**config.mk**
```make
export PLATFORM = sky130hd
export DESIGN_NAME = pllc_top
export DESIGN_NICKNAME = d
export VERILOG_FILES = /design/src/pllc_pkg.sv /design/src/pllc_frac_seq.sv /design/src/pllc_top.sv
export VERILOG_INCLUDE_DIRS = /design/src
export SDC_FILE = /design/constraint.sdc
export NUM_CORES = 1
export LEC_CHECK = 0
export ABC_AREA = 1
export BUFFER_PORTS_ARGS = -buffer_cell sky130_fd_sc_hd__buf_2
export CAP_MARGIN = 15
export CORE_MARGIN = 1
export CORE_UTILIZATION = 59
export CTS_BUF_LIST = sky130_fd_sc_hd__clkbuf_8 sky130_fd_sc_hd__clkbuf_16
export CTS_CLUSTER_DIAMETER = 40
export CTS_CLUSTER_SIZE = 12
export DETAILED_ROUTE_END_ITERATION = 10
export GPL_TIMING_DRIVEN = 0
export PLACE_DENSITY = 0.76
export SLEW_MARGIN = 40
export SYNTH_ARGS = -nofsm -noshare
export SYNTH_HDL_FRONTEND = slang
export SYNTH_SLANG_ARGS = --single-unit
```
**constraint.sdc**
```tcl
create_clock -name clk_i -period 16 [get_ports clk_i]
set_clock_uncertainty 0.1 [all_clocks]
set_input_delay 0.8 -clock clk_i [delete_from_list [all_inputs] [get_ports clk_i]]
set_output_delay 0.8 -clock clk_i [all_outputs]
set_load 0.01 [all_outputs]
```
**src/pllc_cfg.svh**
```systemverilog
// Function
// - Bypass bit low uses reference divider; high passes reference at ratio one.
// - Divider field bits 15..13 selects ratio 2 (010) to 7 (111).
// - Two independent banks; bank two is default, mode pin high selects it.
// - Loop locks oscillator to effective divider times reference over ratio.
// - Numerator split: upper sixteen bits and lower eight bits in two registers.
// - Feedback uses dual-modulus prescaler with fractional sequence, step fpd/2^24.
// - Code 31, low-current clear gives 120uA; low-current set gives 30uA.
// - Pump current equals full-scale times code divided by 31.
// - Auto bandwidth correction takes current from measured gain; off after reset.
// - Active filter bit high enables op-amp; low disables it, pin hi-z.
// - Standby high keeps oscillator running with enable low; else it stops.
// - Trim holds four-bit coarse load, reset 0100, and fine bit, reset 0.
// - Four-bit field programs mixer bias between 15mA and 35mA.
// - Band selection starts on each enable rise, using active bank values.
// - Dual-bank bit set: mode pin low selects bank one, high bank two.
`ifndef PLLC_CFG_SVH
`define PLLC_CFG_SVH
`define PLLC_AW          4
`define PLLC_DW          16
`define PLLC_OFS_CONFIG_ONE    4'h0
`define PLLC_OFS_CLKDIV  4'h1
`define PLLC_OFS_CONFIG_TWO    4'h2
`define PLLC_OFS_CONFIG_FOUR    4'h3
`define PLLC_OFS_BANK1   4'h4
`define PLLC_OFS_BANK2   4'h8
`define PLLC_OFS_STATUS  4'hF
`define PLLC_BK_INT      2'h0
`define PLLC_BK_UP       2'h1
`define PLLC_BK_LO       2'h2
`define PLLC_C1_ACT      0
`define PLLC_C1_POL      1
`define PLLC_C1_DUAL     2
`define PLLC_C1_STBY     3
`define PLLC_C1_LOWI     4
`define PLLC_C1_AUTO     5
`define PLLC_CONFIG_ONE_RST    6'h03
`define PLLC_DIV_LSB     13
`define PLLC_BYP_BIT     12
`define PLLC_RATIO_RST   3'h2
`define PLLC_BYP_RST     1'h1
`define PLLC_MIX_RST     4'h4
`define PLLC_COARSE_RST  4'h4
`define PLLC_FINE_RST    1'h0
`define PLLC_N_RST       10'h05C
`define PLLC_FLL_RST     2'h1
`define PLLC_CP_RST      5'h1F
`define PLLC_CP_MAX      5'h1F
`define PLLC_ICP_FULL    7'h78
`define PLLC_ICP_LOW     7'h1E
`define PLLC_FRAC_W      24
`define PLLC_BAND_TICKS  1500
`endif

```
**src/pllc_pkg.sv**
```systemverilog
package pllc_pkg;
	typedef enum logic
	{
		PLLC_BANK_ONE = 1'b0,
		PLLC_BANK_TWO = 1'b1
	} pllc_bank_t;
	typedef enum logic
	{
		PLLC_BAND_IDLE = 1'b0,
		PLLC_BAND_RUN  = 1'b1
	} pllc_band_t;
endpackage : pllc_pkg

```
**src/pllc_frac_seq.sv**
```systemverilog
`timescale 1ns/1ps
`default_nettype none
module pllc_frac_seq #(
	parameter int FW = 24
) (
	input  wire logic          clk_i,
	input  wire logic          nrst_i,
	input  wire logic          adv_i,
	input  wire logic [FW-1:0] frac_i,
	output logic               carry_o,
	output logic      [FW-1:0] acc_o
);
	logic [FW:0]   sum;
	logic [FW-1:0] acc_reg;

	assign sum     = {1'b0, acc_reg} + {1'b0, frac_i};
	assign carry_o = sum[FW];
	assign acc_o   = acc_reg;

	// Overflow of the accumulator selects the N+1 modulus
	always_ff @(posedge clk_i or negedge nrst_i)
	begin
		if (!nrst_i)
			acc_reg <= '0;
		else if (adv_i)
			acc_reg <= sum[FW-1:0];
	end
endmodule : pllc_frac_seq
`default_nettype wire

```
**src/pllc_top.sv**
```systemverilog
// The address-and-strobe port and the placing of the registers were decided locally.
`timescale 1ns/1ps
`default_nettype none
`include "pllc_cfg.svh"
module pllc_top #(
	parameter int BAND_TICKS = `PLLC_BAND_TICKS
) (
	input  wire logic                clk_i,
	input  wire logic                nrst_i,
	input  wire logic [`PLLC_AW-1:0] reg_addr_i,
	input  wire logic [`PLLC_DW-1:0] reg_wdata_i,
	input  wire logic                reg_wr_i,
	input  wire logic                reg_rd_i,
	output logic      [`PLLC_DW-1:0] reg_rdata_o,
	input  wire logic                chip_enable_pin_i,
	input  wire logic                mode_pin_i,
	input  wire logic [4:0]          vco_gain_code_i,
	output logic                     pd_tick_o,
	output logic      [9:0]          fb_div_o,
	output logic      [1:0]          freq_lock_factor_o,
	output logic      [6:0]          pump_current_o,
	output logic                     opamp_en_o,
	output logic                     filter_hiz_o,
	output logic                     detector_polarity_o,
	output logic                     xo_run_o,
	output logic                     analog_en_o,
	output logic                     band_start_o,
	output logic                     band_busy_o,
	output logic                     active_bank_o,
	output logic      [3:0]          xtal_load_coarse_o,
	output logic                     xtal_load_fine_o,
	output logic      [3:0]          mixer_bias_current_o
);
	localparam int FW = `PLLC_FRAC_W;
	localparam logic [10:0] BAND_LAST = 11'(BAND_TICKS - 1);

	// --------------------------------------------------------------
	// Pin synchronisers
	// --------------------------------------------------------------
	logic [1:0] en_sync_reg;
	logic [1:0] mode_sync_reg;
	logic       en_prev_reg;
	logic       en_s;
	logic       mode_s;
	logic       en_rise;
	always_ff @(posedge clk_i or negedge nrst_i)
	begin
		if (!nrst_i)
		begin
			en_sync_reg   <= 2'h0;
			mode_sync_reg <= 2'h0;
			en_prev_reg   <= 1'h0;
		end
		else
		begin
			en_sync_reg   <= {en_sync_reg[0], chip_enable_pin_i};
			mode_sync_reg <= {mode_sync_reg[0], mode_pin_i};
			en_prev_reg   <= en_sync_reg[1];
		end
	end
	assign en_s    = en_sync_reg[1];
	assign mode_s  = mode_sync_reg[1];
	assign en_rise = en_s && !en_prev_reg;

	// --------------------------------------------------------------
	// Configuration registers
	// --------------------------------------------------------------
	logic [5:0] config_one_reg;
	logic [2:0] ratio_reg;
	logic       ref_div_bypass_reg;
	logic [3:0] mixer_bias_reg;
	logic [3:0] xtal_coarse_reg;
	logic       xtal_fine_reg;
	logic       wr_config_one;
	logic       wr_clkdiv;
	logic       wr_config_two;
	logic       wr_config_four;
	assign wr_config_one   = reg_wr_i && (reg_addr_i == `PLLC_OFS_CONFIG_ONE);
	assign wr_clkdiv = reg_wr_i && (reg_addr_i == `PLLC_OFS_CLKDIV);
	assign wr_config_two   = reg_wr_i && (reg_addr_i == `PLLC_OFS_CONFIG_TWO);
	assign wr_config_four   = reg_wr_i && (reg_addr_i == `PLLC_OFS_CONFIG_FOUR);
	always_ff @(posedge clk_i or negedge nrst_i)
	begin
		if (!nrst_i)
		begin
			config_one_reg     <= `PLLC_CONFIG_ONE_RST;
			ratio_reg          <= `PLLC_RATIO_RST;
			ref_div_bypass_reg <= `PLLC_BYP_RST;
			mixer_bias_reg     <= `PLLC_MIX_RST;
			xtal_coarse_reg    <= `PLLC_COARSE_RST;
			xtal_fine_reg      <= `PLLC_FINE_RST;
		end
		else
		begin
			if (wr_config_one)
				config_one_reg <= reg_wdata_i[5:0];
			if (wr_clkdiv)
			begin
				ratio_reg          <= reg_wdata_i[`PLLC_DIV_LSB +: 3];
				ref_div_bypass_reg <= reg_wdata_i[`PLLC_BYP_BIT];
			end
			if (wr_config_two)
				mixer_bias_reg <= reg_wdata_i[3:0];
			if (wr_config_four)
			begin
				xtal_coarse_reg <= reg_wdata_i[3:0];
				xtal_fine_reg   <= reg_wdata_i[4];
			end
		end
	end
	// --------------------------------------------------------------
	// Programming banks
	// --------------------------------------------------------------
	logic [9:0] bk_int_reg [2];
	logic [1:0] bk_fll_reg [2];
	logic [15:0] bk_up_reg [2];
	logic [7:0] bk_lo_reg  [2];
	logic [4:0] bk_cp_reg  [2];
	genvar b;
	for (b = 0; b < 2; b++)
	begin : g_bank
		localparam logic [`PLLC_AW-1:0] BASE = `PLLC_AW'(`PLLC_OFS_BANK1 + 4 * b);
		wire hit    = reg_wr_i && (reg_addr_i[`PLLC_AW-1:2] == BASE[`PLLC_AW-1:2]);
		wire wr_int = hit && (reg_addr_i[1:0] == `PLLC_BK_INT);
		wire wr_up  = hit && (reg_addr_i[1:0] == `PLLC_BK_UP);
		wire wr_lo  = hit && (reg_addr_i[1:0] == `PLLC_BK_LO);
		always_ff @(posedge clk_i or negedge nrst_i)
		begin
			if (!nrst_i)
			begin
				bk_int_reg[b] <= `PLLC_N_RST;
				bk_fll_reg[b] <= `PLLC_FLL_RST;
				bk_up_reg[b]  <= 16'h0000;
				bk_lo_reg[b]  <= 8'h00;
				bk_cp_reg[b]  <= `PLLC_CP_RST;
			end
			else
			begin
				if (wr_int)
				begin
					bk_int_reg[b] <= reg_wdata_i[9:0];
					bk_fll_reg[b] <= reg_wdata_i[11:10];
				end
				if (wr_up)
					bk_up_reg[b] <= reg_wdata_i;
				if (wr_lo)
				begin
					bk_lo_reg[b] <= reg_wdata_i[7:0];
					bk_cp_reg[b] <= reg_wdata_i[12:8];
				end
			end
		end
	end

	// --------------------------------------------------------------
	// Active bank selection
	// --------------------------------------------------------------
	pllc_pkg::pllc_bank_t bank_sel;
	logic                 act;
	logic [9:0]           act_int;
	logic [FW-1:0]        act_frac;
	logic [4:0]           act_cp;
	assign bank_sel = config_one_reg[`PLLC_C1_DUAL] ?
		pllc_pkg::pllc_bank_t'(mode_s) : pllc_pkg::PLLC_BANK_TWO;
	assign act      = (bank_sel == pllc_pkg::PLLC_BANK_TWO);
	assign act_int  = bk_int_reg[act];
	assign act_frac = {bk_up_reg[act], bk_lo_reg[act]};
	assign act_cp   = bk_cp_reg[act];
	// --------------------------------------------------------------
	// Reference divider
	// --------------------------------------------------------------
	logic [3:0] ref_cfg;
	logic [3:0] ref_cfg_q_reg;
	logic [2:0] ref_cnt_reg;
	logic [2:0] ref_ratio;
	logic       ref_restart;
	logic       pd_tick;
	assign ref_cfg     = {ref_div_bypass_reg, ratio_reg};
	assign ref_restart = (ref_cfg != ref_cfg_q_reg);
	assign ref_ratio   = (ref_div_bypass_reg || ratio_reg < 3'h2) ? 3'h1 : ratio_reg;
	assign pd_tick     = (ref_cnt_reg == ref_ratio - 3'h1) && !ref_restart;
	assign pd_tick_o   = pd_tick;
	always_ff @(posedge clk_i or negedge nrst_i)
	begin
		if (!nrst_i)
		begin
			ref_cfg_q_reg <= {`PLLC_BYP_RST, `PLLC_RATIO_RST};
			ref_cnt_reg   <= 3'h0;
		end
		else
		begin
			ref_cfg_q_reg <= ref_cfg;
			ref_cnt_reg   <= (ref_restart || pd_tick) ? 3'h0 : ref_cnt_reg + 3'h1;
		end
	end

	// --------------------------------------------------------------
	// Fractional feedback sequence
	// --------------------------------------------------------------
	logic          frac_carry;
	logic [9:0]    fb_div_reg;
	pllc_frac_seq #(
		.FW (FW)
	) u_frac (
		.clk_i   (clk_i),
		.nrst_i  (nrst_i),
		.adv_i   (pd_tick),
		.frac_i  (act_frac),
		.carry_o (frac_carry),
		.acc_o   ()
	);
	always_ff @(posedge clk_i or negedge nrst_i)
	begin
		if (!nrst_i)
			fb_div_reg <= `PLLC_N_RST;
		else if (pd_tick)
			fb_div_reg <= act_int + {9'h000, frac_carry};
	end
	assign fb_div_o = fb_div_reg;
	// --------------------------------------------------------------
	// Charge pump current
	// --------------------------------------------------------------
	logic [6:0]  pump_full;
	logic [4:0]  pump_code;
	logic [11:0] pump_prod;
	logic [11:0] pump_quot;
	assign pump_full = config_one_reg[`PLLC_C1_LOWI] ? `PLLC_ICP_LOW : `PLLC_ICP_FULL;
	assign pump_code = config_one_reg[`PLLC_C1_AUTO] ? vco_gain_code_i : act_cp;
	assign pump_prod = {5'h00, pump_full} * {7'h00, pump_code};
	assign pump_quot = pump_prod / {7'h00, `PLLC_CP_MAX};
	// --------------------------------------------------------------
	// Band selection sequencer
	// --------------------------------------------------------------
	pllc_pkg::pllc_band_t band_state_reg;
	pllc_pkg::pllc_band_t band_state_next;
	logic [10:0]          band_cnt_reg;
	logic [10:0]          band_cnt_next;
	always_comb
	begin
		band_state_next = band_state_reg;
		band_cnt_next   = band_cnt_reg;
		unique case (band_state_reg)
			pllc_pkg::PLLC_BAND_IDLE:
			begin
				if (en_rise)
				begin
					band_state_next = pllc_pkg::PLLC_BAND_RUN;
					band_cnt_next   = BAND_LAST;
				end
			end
			pllc_pkg::PLLC_BAND_RUN:
			begin
				if (en_rise)
					band_cnt_next = BAND_LAST;
				else if (!en_s)
					band_state_next = pllc_pkg::PLLC_BAND_IDLE;
				else if (pd_tick && band_cnt_reg == 11'h000)
					band_state_next = pllc_pkg::PLLC_BAND_IDLE;
				else if (pd_tick)
					band_cnt_next = band_cnt_reg - 11'h001;
			end
		endcase
	end
	// --------------------------------------------------------------
	// Registered outputs and direct output assignments
	// --------------------------------------------------------------
	always_ff @(posedge clk_i or negedge nrst_i)
	begin
		if (!nrst_i)
		begin
			band_state_reg <= pllc_pkg::PLLC_BAND_IDLE;
			band_cnt_reg   <= 11'h000;
			band_start_o   <= 1'h0;
			pump_current_o <= 7'h00;
			opamp_en_o     <= 1'h0;
			filter_hiz_o   <= 1'h1;
			xo_run_o       <= 1'h0;
			analog_en_o    <= 1'h0;
		end
		else
		begin
			band_state_reg <= band_state_next;
			band_cnt_reg   <= band_cnt_next;
			band_start_o   <= en_rise;
			pump_current_o <= pump_quot[6:0];
			opamp_en_o     <= config_one_reg[`PLLC_C1_ACT];
			filter_hiz_o   <= !config_one_reg[`PLLC_C1_ACT];
			xo_run_o       <= en_s || config_one_reg[`PLLC_C1_STBY];
			analog_en_o    <= en_s;
		end
	end
	assign band_busy_o          = (band_state_reg == pllc_pkg::PLLC_BAND_RUN);
	assign active_bank_o        = act;
	assign freq_lock_factor_o   = bk_fll_reg[act];
	assign detector_polarity_o  = config_one_reg[`PLLC_C1_POL];
	assign xtal_load_coarse_o   = xtal_coarse_reg;
	assign xtal_load_fine_o     = xtal_fine_reg;
	assign mixer_bias_current_o = mixer_bias_reg;
	// --------------------------------------------------------------
	// Register read port
	// --------------------------------------------------------------
	logic [15:0] rd_bank;
	logic [15:0] rd_mux;
	logic        rd_bk;
	assign rd_bk   = reg_addr_i[3];
	assign rd_bank = (reg_addr_i[1:0] == `PLLC_BK_INT) ? {4'h0, bk_fll_reg[rd_bk], bk_int_reg[rd_bk]} :
		(reg_addr_i[1:0] == `PLLC_BK_UP) ? bk_up_reg[rd_bk] :
		(reg_addr_i[1:0] == `PLLC_BK_LO) ? {3'h0, bk_cp_reg[rd_bk], bk_lo_reg[rd_bk]} : 16'h0000;
	assign rd_mux  = (reg_addr_i == `PLLC_OFS_CONFIG_ONE) ? {10'h000, config_one_reg} :
		(reg_addr_i == `PLLC_OFS_CLKDIV) ? {ratio_reg, ref_div_bypass_reg, 12'h000} :
		(reg_addr_i == `PLLC_OFS_CONFIG_TWO) ? {12'h000, mixer_bias_reg} :
		(reg_addr_i == `PLLC_OFS_CONFIG_FOUR) ? {11'h000, xtal_fine_reg, xtal_coarse_reg} :
		(reg_addr_i[3:2] == 2'h1 || reg_addr_i[3:2] == 2'h2) ? rd_bank :
		(reg_addr_i == `PLLC_OFS_STATUS) ? {fb_div_reg, 3'h0, xo_run_o, band_busy_o, act} :
		16'h0000;
	always_ff @(posedge clk_i or negedge nrst_i)
	begin
		if (!nrst_i)
			reg_rdata_o <= 16'h0000;
		else
			reg_rdata_o <= reg_rd_i ? rd_mux : 16'h0000;
	end
endmodule : pllc_top
`default_nettype wire

```
==> results of run 1 <==
==> cells in the mapped netlist, drive strengths merged (7+ instances only) <==
master and count:
o21ai 219, inv 187, clkbuf 41, a211oi 7, a21oi 74, dfstp 33
o211ai 10, nand2 455, nor3 15, nand3b 7, nand4 10, nor2 112
dfrtp 153, xnor2 16, xor2 29, nand3 90, a31oi 11, fa 12
ha 58
==> through the flow <==
| stage | setup slack, ns | hold WS (ns) | std cells |
|---|---|---|---|
| 2_1_floorplan | 8.45 | 0.231 | 1575 |
| 3_3_place_gp | 7.15 | 0.238 | 1923 |
| 3_5_place_dp | 7.02 | 0.247 | 1925 |
| 4_1_cts | 6.97 | 0.206 | 1957 |
| 5_1_grt | 6.13 | 0.226 | 1957 |
| 6_report | 6.80 | 0.173 | 1957 |
==> routing by layer <==
metal,track usage (%),vias to the layer above
met4,11.8,0
met5,0,-
li1,-,5333
met1,48.7,5176
met3,7.96,74
met2,50.3,489
==> cell families after synthesis <==
kind of cell	Yosys count
simple gates	699
compound gates	339
buf+inv	236
flops	186
fa+ha+maj	70
xor+xnor	45
==> how the worst max path moves through the flow <==
| stage | slack, ns | cells past startpoint | to |
|---|---|---|---|
| after detailed placement | 7.02 | 52 | pump_current_o[0] |
| final | 6.80 | 52 | pump_current_o[0] |
| after global routing | 6.13 | 53 | pump_current_o[0] |
| after CTS | 6.97 | 52 | pump_current_o[0] |
| after floorplan | 8.45 | 54 | pump_current_o[0] |
| after global placement | 7.15 | 52 | pump_current_o[0] |
==> cell type report <==
cell class / count / area share [%]
Buffer: 46 / 1.42
Clock buffer: 18 / 3.31
Multi-Input combinational cell: 1153 / 47.2
Tap cell: 265 / 2.50
Inverter: 190 / 5.38
Sequential cell: 186 / 35.4
Timing Repair Buffer: 85 / 3.63
Clock inverter: 14 / 1.08
==> critical path, delay by kind of cell, from the launching register on <==
| family | cells | cell delay, ns |
|---|---|---|
| adder cells (fa/ha/maj) | 4 | 1.91 |
| buffers and inverters | 8 | 1.88 |
| AO/OA/AOI/OAI | 3 | 0.76 |
| AND/OR/NAND/NOR | 37 | 3.94 |
| flip-flops | 1 | 0.43 |
==> run_results.csv, run 1 <==
group,metric,value,unit
clock_tree,postCtsHoldBufs,0,
worst_setup_path,critical_path_required,16.23,ns
clock_tree,cts_setup_buffers,0,
floorplan,chipHeight,144,µm
placed_design,placedInstanceArea,12700,µm²
finish,final_cell_mix,"nand2_1 (431), o21ai_0 (214), inv_1 (177)",
route,vias_per_cell,5.66,
global_route,grtUsageTotal,34.0,%
synthesis,synth_edf_count,0,
synthesis,synthCells,1575,
floorplan,dieArea,20700,µm²
floorplan,io_pins,84,
synthesis,synth_adder_area_share,8.15,%
job,cap_violations,0,
synthesis,synth.distinct_cells,47,
route,wl_met3,3220,µm
synthesis,synth_area,11900,µm²
synthesis,yosys_register_bits,186,
synthesis,synth_top_family_by_area,"simple AND/OR/NAND/NOR gates",
synthesis,yosysSeqAreaShare,39.6,%
sta,rsz0062_at_grt,"no",
placed_design,portBuffers,83,
synthesis,synth_xor_area_share,3.32,%
global_route,antenna_found_initial,0,
clock_tree,htree_levels,4,
finish,fillers,1699,
global_route,grt_pass1_wl,53000,µm
sta,finalSetupViolCount,0,
clock_tree,cts_buffers,17,
worst_setup_path,r2r_cells,52,
route,vias,11100,
sta,fin_crit,9.20,ns
sta,slew_viol_final,0,
worst_setup_path,criticalPathCategory,"reg2reg",
floorplan,die_w,144,µm
route,ant_nets,0,
clock_tree,cts_tree,"done",
route,route.detailed.drc,0,
sta,min_period_over_period,57.5,%
clock_tree,cts_sinks,186,
sta,tns,0,ns
hold_path,hold_class,"in2async",
route,drt_iter0_markers,1247,
route,top_layer_used,"met4",
clock_tree,clock_path_buffers,2,
clock_tree,ctsResizeCount,0,
finish,regArea,4700,µm²
sta,max_slew.worst_pin.slew,0.881,ns
sta,hold_viol,0,
clock_tree,clockRootBuffer,"clkbuf_16",
route,routedWlPerCell,17.1,µm
placed_design,gp_congestion,0.923,
finish,final_common_cell,"nand2_1",
worst_setup_path,arrival,9.42,ns
worst_setup_path,rr_startpoint,"config_one_reg[2]",
route,wl_met1,14800,µm
worst_setup_path,worstSetupStartpointType,"flip-flop",
finish,nets,1780,
synthesis,synthTopCellsByArea,"dfrtp_1 (32%), nand2_1 (14%), o21ai_0 (9.0%)",
route,wl_met2,14400,µm
synthesis,synth-simple-area-share,26.1,%
synthesis,synth_ff_type,"dfrtp_1",
worst_setup_path,crit_slowest_cell,"fa_1",
synthesis,yosys.area.top_type_share,32.3,%
synthesis,synth_compound_area_share,15.3,%
synthesis,yosysWarnings,0,
floorplan,initial_core_util,60.5,%
worst_setup_path,crit_start,"config_one_reg[2]",
finish,area_growth,11.8,%
synthesis,synth.area.mux_share,0,%
global_route,grt_pass1_vias,10100,
floorplan,rows,51,
route,drt_wl_total,33500,µm
clock_tree,worstSkewPairLatency,0.45,ns
worst_setup_path,crit_path_max_incr_delay,0.55,ns
finish,final_util,67.6,%
global_route,grt-ovfl-total,0,
placed_design,hpwl,25300,µm
worst_setup_path,rrSetupSlack,6.80,ns
finish,multi_input_area,6260,µm²
worst_setup_path,end_kind,"flip-flop",
finish,finalInstanceArea,13300,µm²
sta,fmax,109,MHz
worst_setup_path,cp_max_fo,10,
finish,antennaDiodeCount,0,
status,status,"completed",
finish,largest_register_ffs,32,
worst_setup_path,cp_common_cell,"nand2_1",
synthesis,synth-async-reset-ratio,100,%
synthesis,synth_top_area_cell,"dfrtp_1",
route,first_pass_iters,6,
synthesis,synth.avg_cell_area,7.53,µm²
worst_setup_path,worst_r2r_endpoint,"pump_current_o[0]",
synthesis,synth_fp_nets,1676,
clock_tree,clk_pin_slew,0.08,ns
global_route,grt_start_max_net_pins,73,
floorplan,core,19600,µm²
finish,drive_above_1_share,13.1,%
sta,max-slew-margin-rel,41.3,%
Power of run 1 is not shown: default switching activity piles up to over one toggle a cycle in this logic, so the estimate is an artifact.
==> inputs of run 2 (changes only) <==
- CORE_UTILIZATION: 59 -> 56
- clock period: 16 -> 7.5 ns (I/O delays scaled with it)
==> run 2 against run 1 <==
Net effect:
- the run now ends with setup timing left
- critical path depth up 1
- via count up 5.7%
- core utilization up 2.6 points
- largest cell class unchanged
==> run_results.csv, run 2 (synthesis gave the netlist of run 1 again) <==
group,metric,value,unit
global_route,grt_pass1_vias,10500,
clock_tree,clk_pin_slew,0.08,ns
floorplan,rows,52,
sta,timing.hold.ws,0.147,ns
clock_tree,htree_levels,4,
hold_path,hold_class,"in2reg",
worst_setup_path,rrSetupSlack,-0.06,ns
sta,max_slew.worst_pin.slew,0.809,ns
route,vias_per_cell,5.79,
hold_path,min_to,"ratio_reg[1]",
floorplan,dieArea,21800,µm²
finish,final_common_cell,"nand2_1",
route,drt_iter0_markers,1136,
status,violations,"setup timing",
finish,area_growth,21.3,%
floorplan,die_w,148,µm
clock_tree,cts_buffers,17,
worst_setup_path,crit_slowest_cell,"fa_1",
worst_setup_path,r2r_cells,53,
hold_path,holdPathStages,3,
hold_path,hold_path.startpoint,"reg_wdata_i[14]",
finish,fin_cells,2023,
route,routedWlPerCell,18.2,µm
worst_setup_path,worst_r2r_endpoint,"pump_current_o[0]",
finish,final_cell_mix,"nand2_1 (382), o21ai_0 (211), inv_1 (168)",
worst_setup_path,cp_common_cell,"nand2_2",
clock_tree,worstSkewPairLatency,0.44,ns
placed_design,portBuffers,83,
clock_tree,cts_tree,"done",
status,status,"finished, violations left",
floorplan,core,20500,µm²
global_route,grt_start_max_net_pins,75,
global_route,grt-ovfl-total,0,
sta,setup_ws,-0.0624,ns
sta,tns,-0.0901,ns
clock_tree,clock_path_buffers,2,
clock_tree,cts_sinks,186,
worst_setup_path,criticalPathCategory,"reg2reg",
finish,drive_above_1_share,22.2,%
sta,min_period_over_period,101,%
floorplan,chipHeight,148,µm
sta,fin_crit,7.56,ns
floorplan,io_pins,84,
global_route,grtUsageTotal,33.0,%
placed_design,dp_cells,1930,
sta,rsz0062_at_grt,"yes",
placed_design,gp_congestion,1.00,
finish,nets,1842,
worst_setup_path,critical_path_required,7.73,ns
route,drt_wl_total,36800,µm
worst_setup_path,crit_path_max_incr_delay,0.57,ns
finish,regArea,4700,µm²
finish,final_util,70.2,%
worst_setup_path,end_kind,"flip-flop",
worst_setup_path,cp_max_fo,8,
route,ant_nets,0,
global_route,antenna_found_initial,1,
route,vias,11700,
worst_setup_path,worstSetupStartpointType,"flip-flop",
finish,fillers,1604,
placed_design,hpwl,25900,µm
route,route.detailed.drc,0,
job,cap_violations,0,
worst_setup_path,arrival,7.79,ns
sta,slew_viol_final,0,
finish,multi_input_area,6900,µm²
sta,hold_viol,0,
finish,largest_register_ffs,32,
floorplan,initial_core_util,57.9,%
route,first_pass_iters,6,
clock_tree,clockRootBuffer,"clkbuf_16",
sta,fmax,132,MHz
worst_setup_path,rr_startpoint,"mode_sync_reg[1]",
finish,antennaDiodeCount,0,
global_route,grt_pass1_wl,55400,µm
sta,max-slew-margin-rel,45.5,%
sta,finalSetupViolCount,2,
==> run 2: changes by cell type in the layout (fill, tap and decap cells not counted), moves of 16 or more <==
cell	before	now
buf_4	0	57
nand2_1	431	382
nand2_2	20	46
nand2_4	4	26
nor2_1	96	79
nand3_1	79	63
==> run 2: through the flow <==
| stage | area (µm²) | worst slack, ns |
|---|---|---|
| global placement | 12600 | -1.19 |
| detailed placement | 12700 | -1.30 |
| CTS | 13600 | 0.00905 |
| global route | 14400 | -0.456 |
| floorplan | 11900 | 0.0166 |
| finish | 14400 | -0.0624 |
==> run 2: cell type report <==
| type | instances | area share (%) |
|---|---|---|
| buffer | 44 | 1.42 |
| clock buffer | 19 | 3.15 |
| clock inverter | 12 | 0.783 |
| inverter | 190 | 4.99 |
| multi-input combinational | 1154 | 47.9 |
| sequential | 186 | 32.6 |
| tap | 270 | 2.35 |
| timing repair buffer | 148 | 6.71 |
==> run 2: routing by layer <==
layer	vias to the layer above	GRT usage (%)	wire, µm
li1	5472	-	-
met3	81	7.81	3540
met5	-	0	0
met1	5591	46.8	15600
met2	562	50.2	16700
met4	0	10.4	946
==> run 2: how the worst max path moves through the flow <==
stage | to | cells after the start | slack (ns) | start
6_report | pump_current_o[0] | 53 | -0.06 | mode_sync_reg[1]
5_1_grt | pump_current_o[0] | 53 | -0.46 | mode_sync_reg[1]
4_1_cts | pump_current_o[0] | 52 | 0.009 | mode_sync_reg[1]
3_5_place_dp | pump_current_o[1] | 50 | -1.30 | config_one_reg[2]
3_3_place_gp | pump_current_o[1] | 50 | -1.19 | config_one_reg[2]
2_1_floorplan | pump_current_o[0] | 54 | 0.02 | config_one_reg[2]
==> run 2: worst max-delay path: cells and delay by family, from the launching register on <==
kind	cells	cell delay, ns
XOR/XNOR	1	0.15
AO/OA/AOI/OAI	2	0.32
flip-flops	1	0.41
adder cells (fa/ha/maj)	4	1.83
AND/OR/NAND/NOR	38	3.82
buffers and inverters	8	0.81
==> run 2: timing repair <==
| item | CTS | global route |
|---|---|---|
| hold buffers | 3 | 0 |
| hold endpoints to repair | 34 | 0 |
| gates cloned | 1 | 2 |
| resized for setup | 55 | 116 |
| buffers inserted | 19 | 39 |
| endpoints found under the setup margin | 8 | 4 |
| pin swaps | 23 | 73 |
Power of run 2 is left out for the same reason.
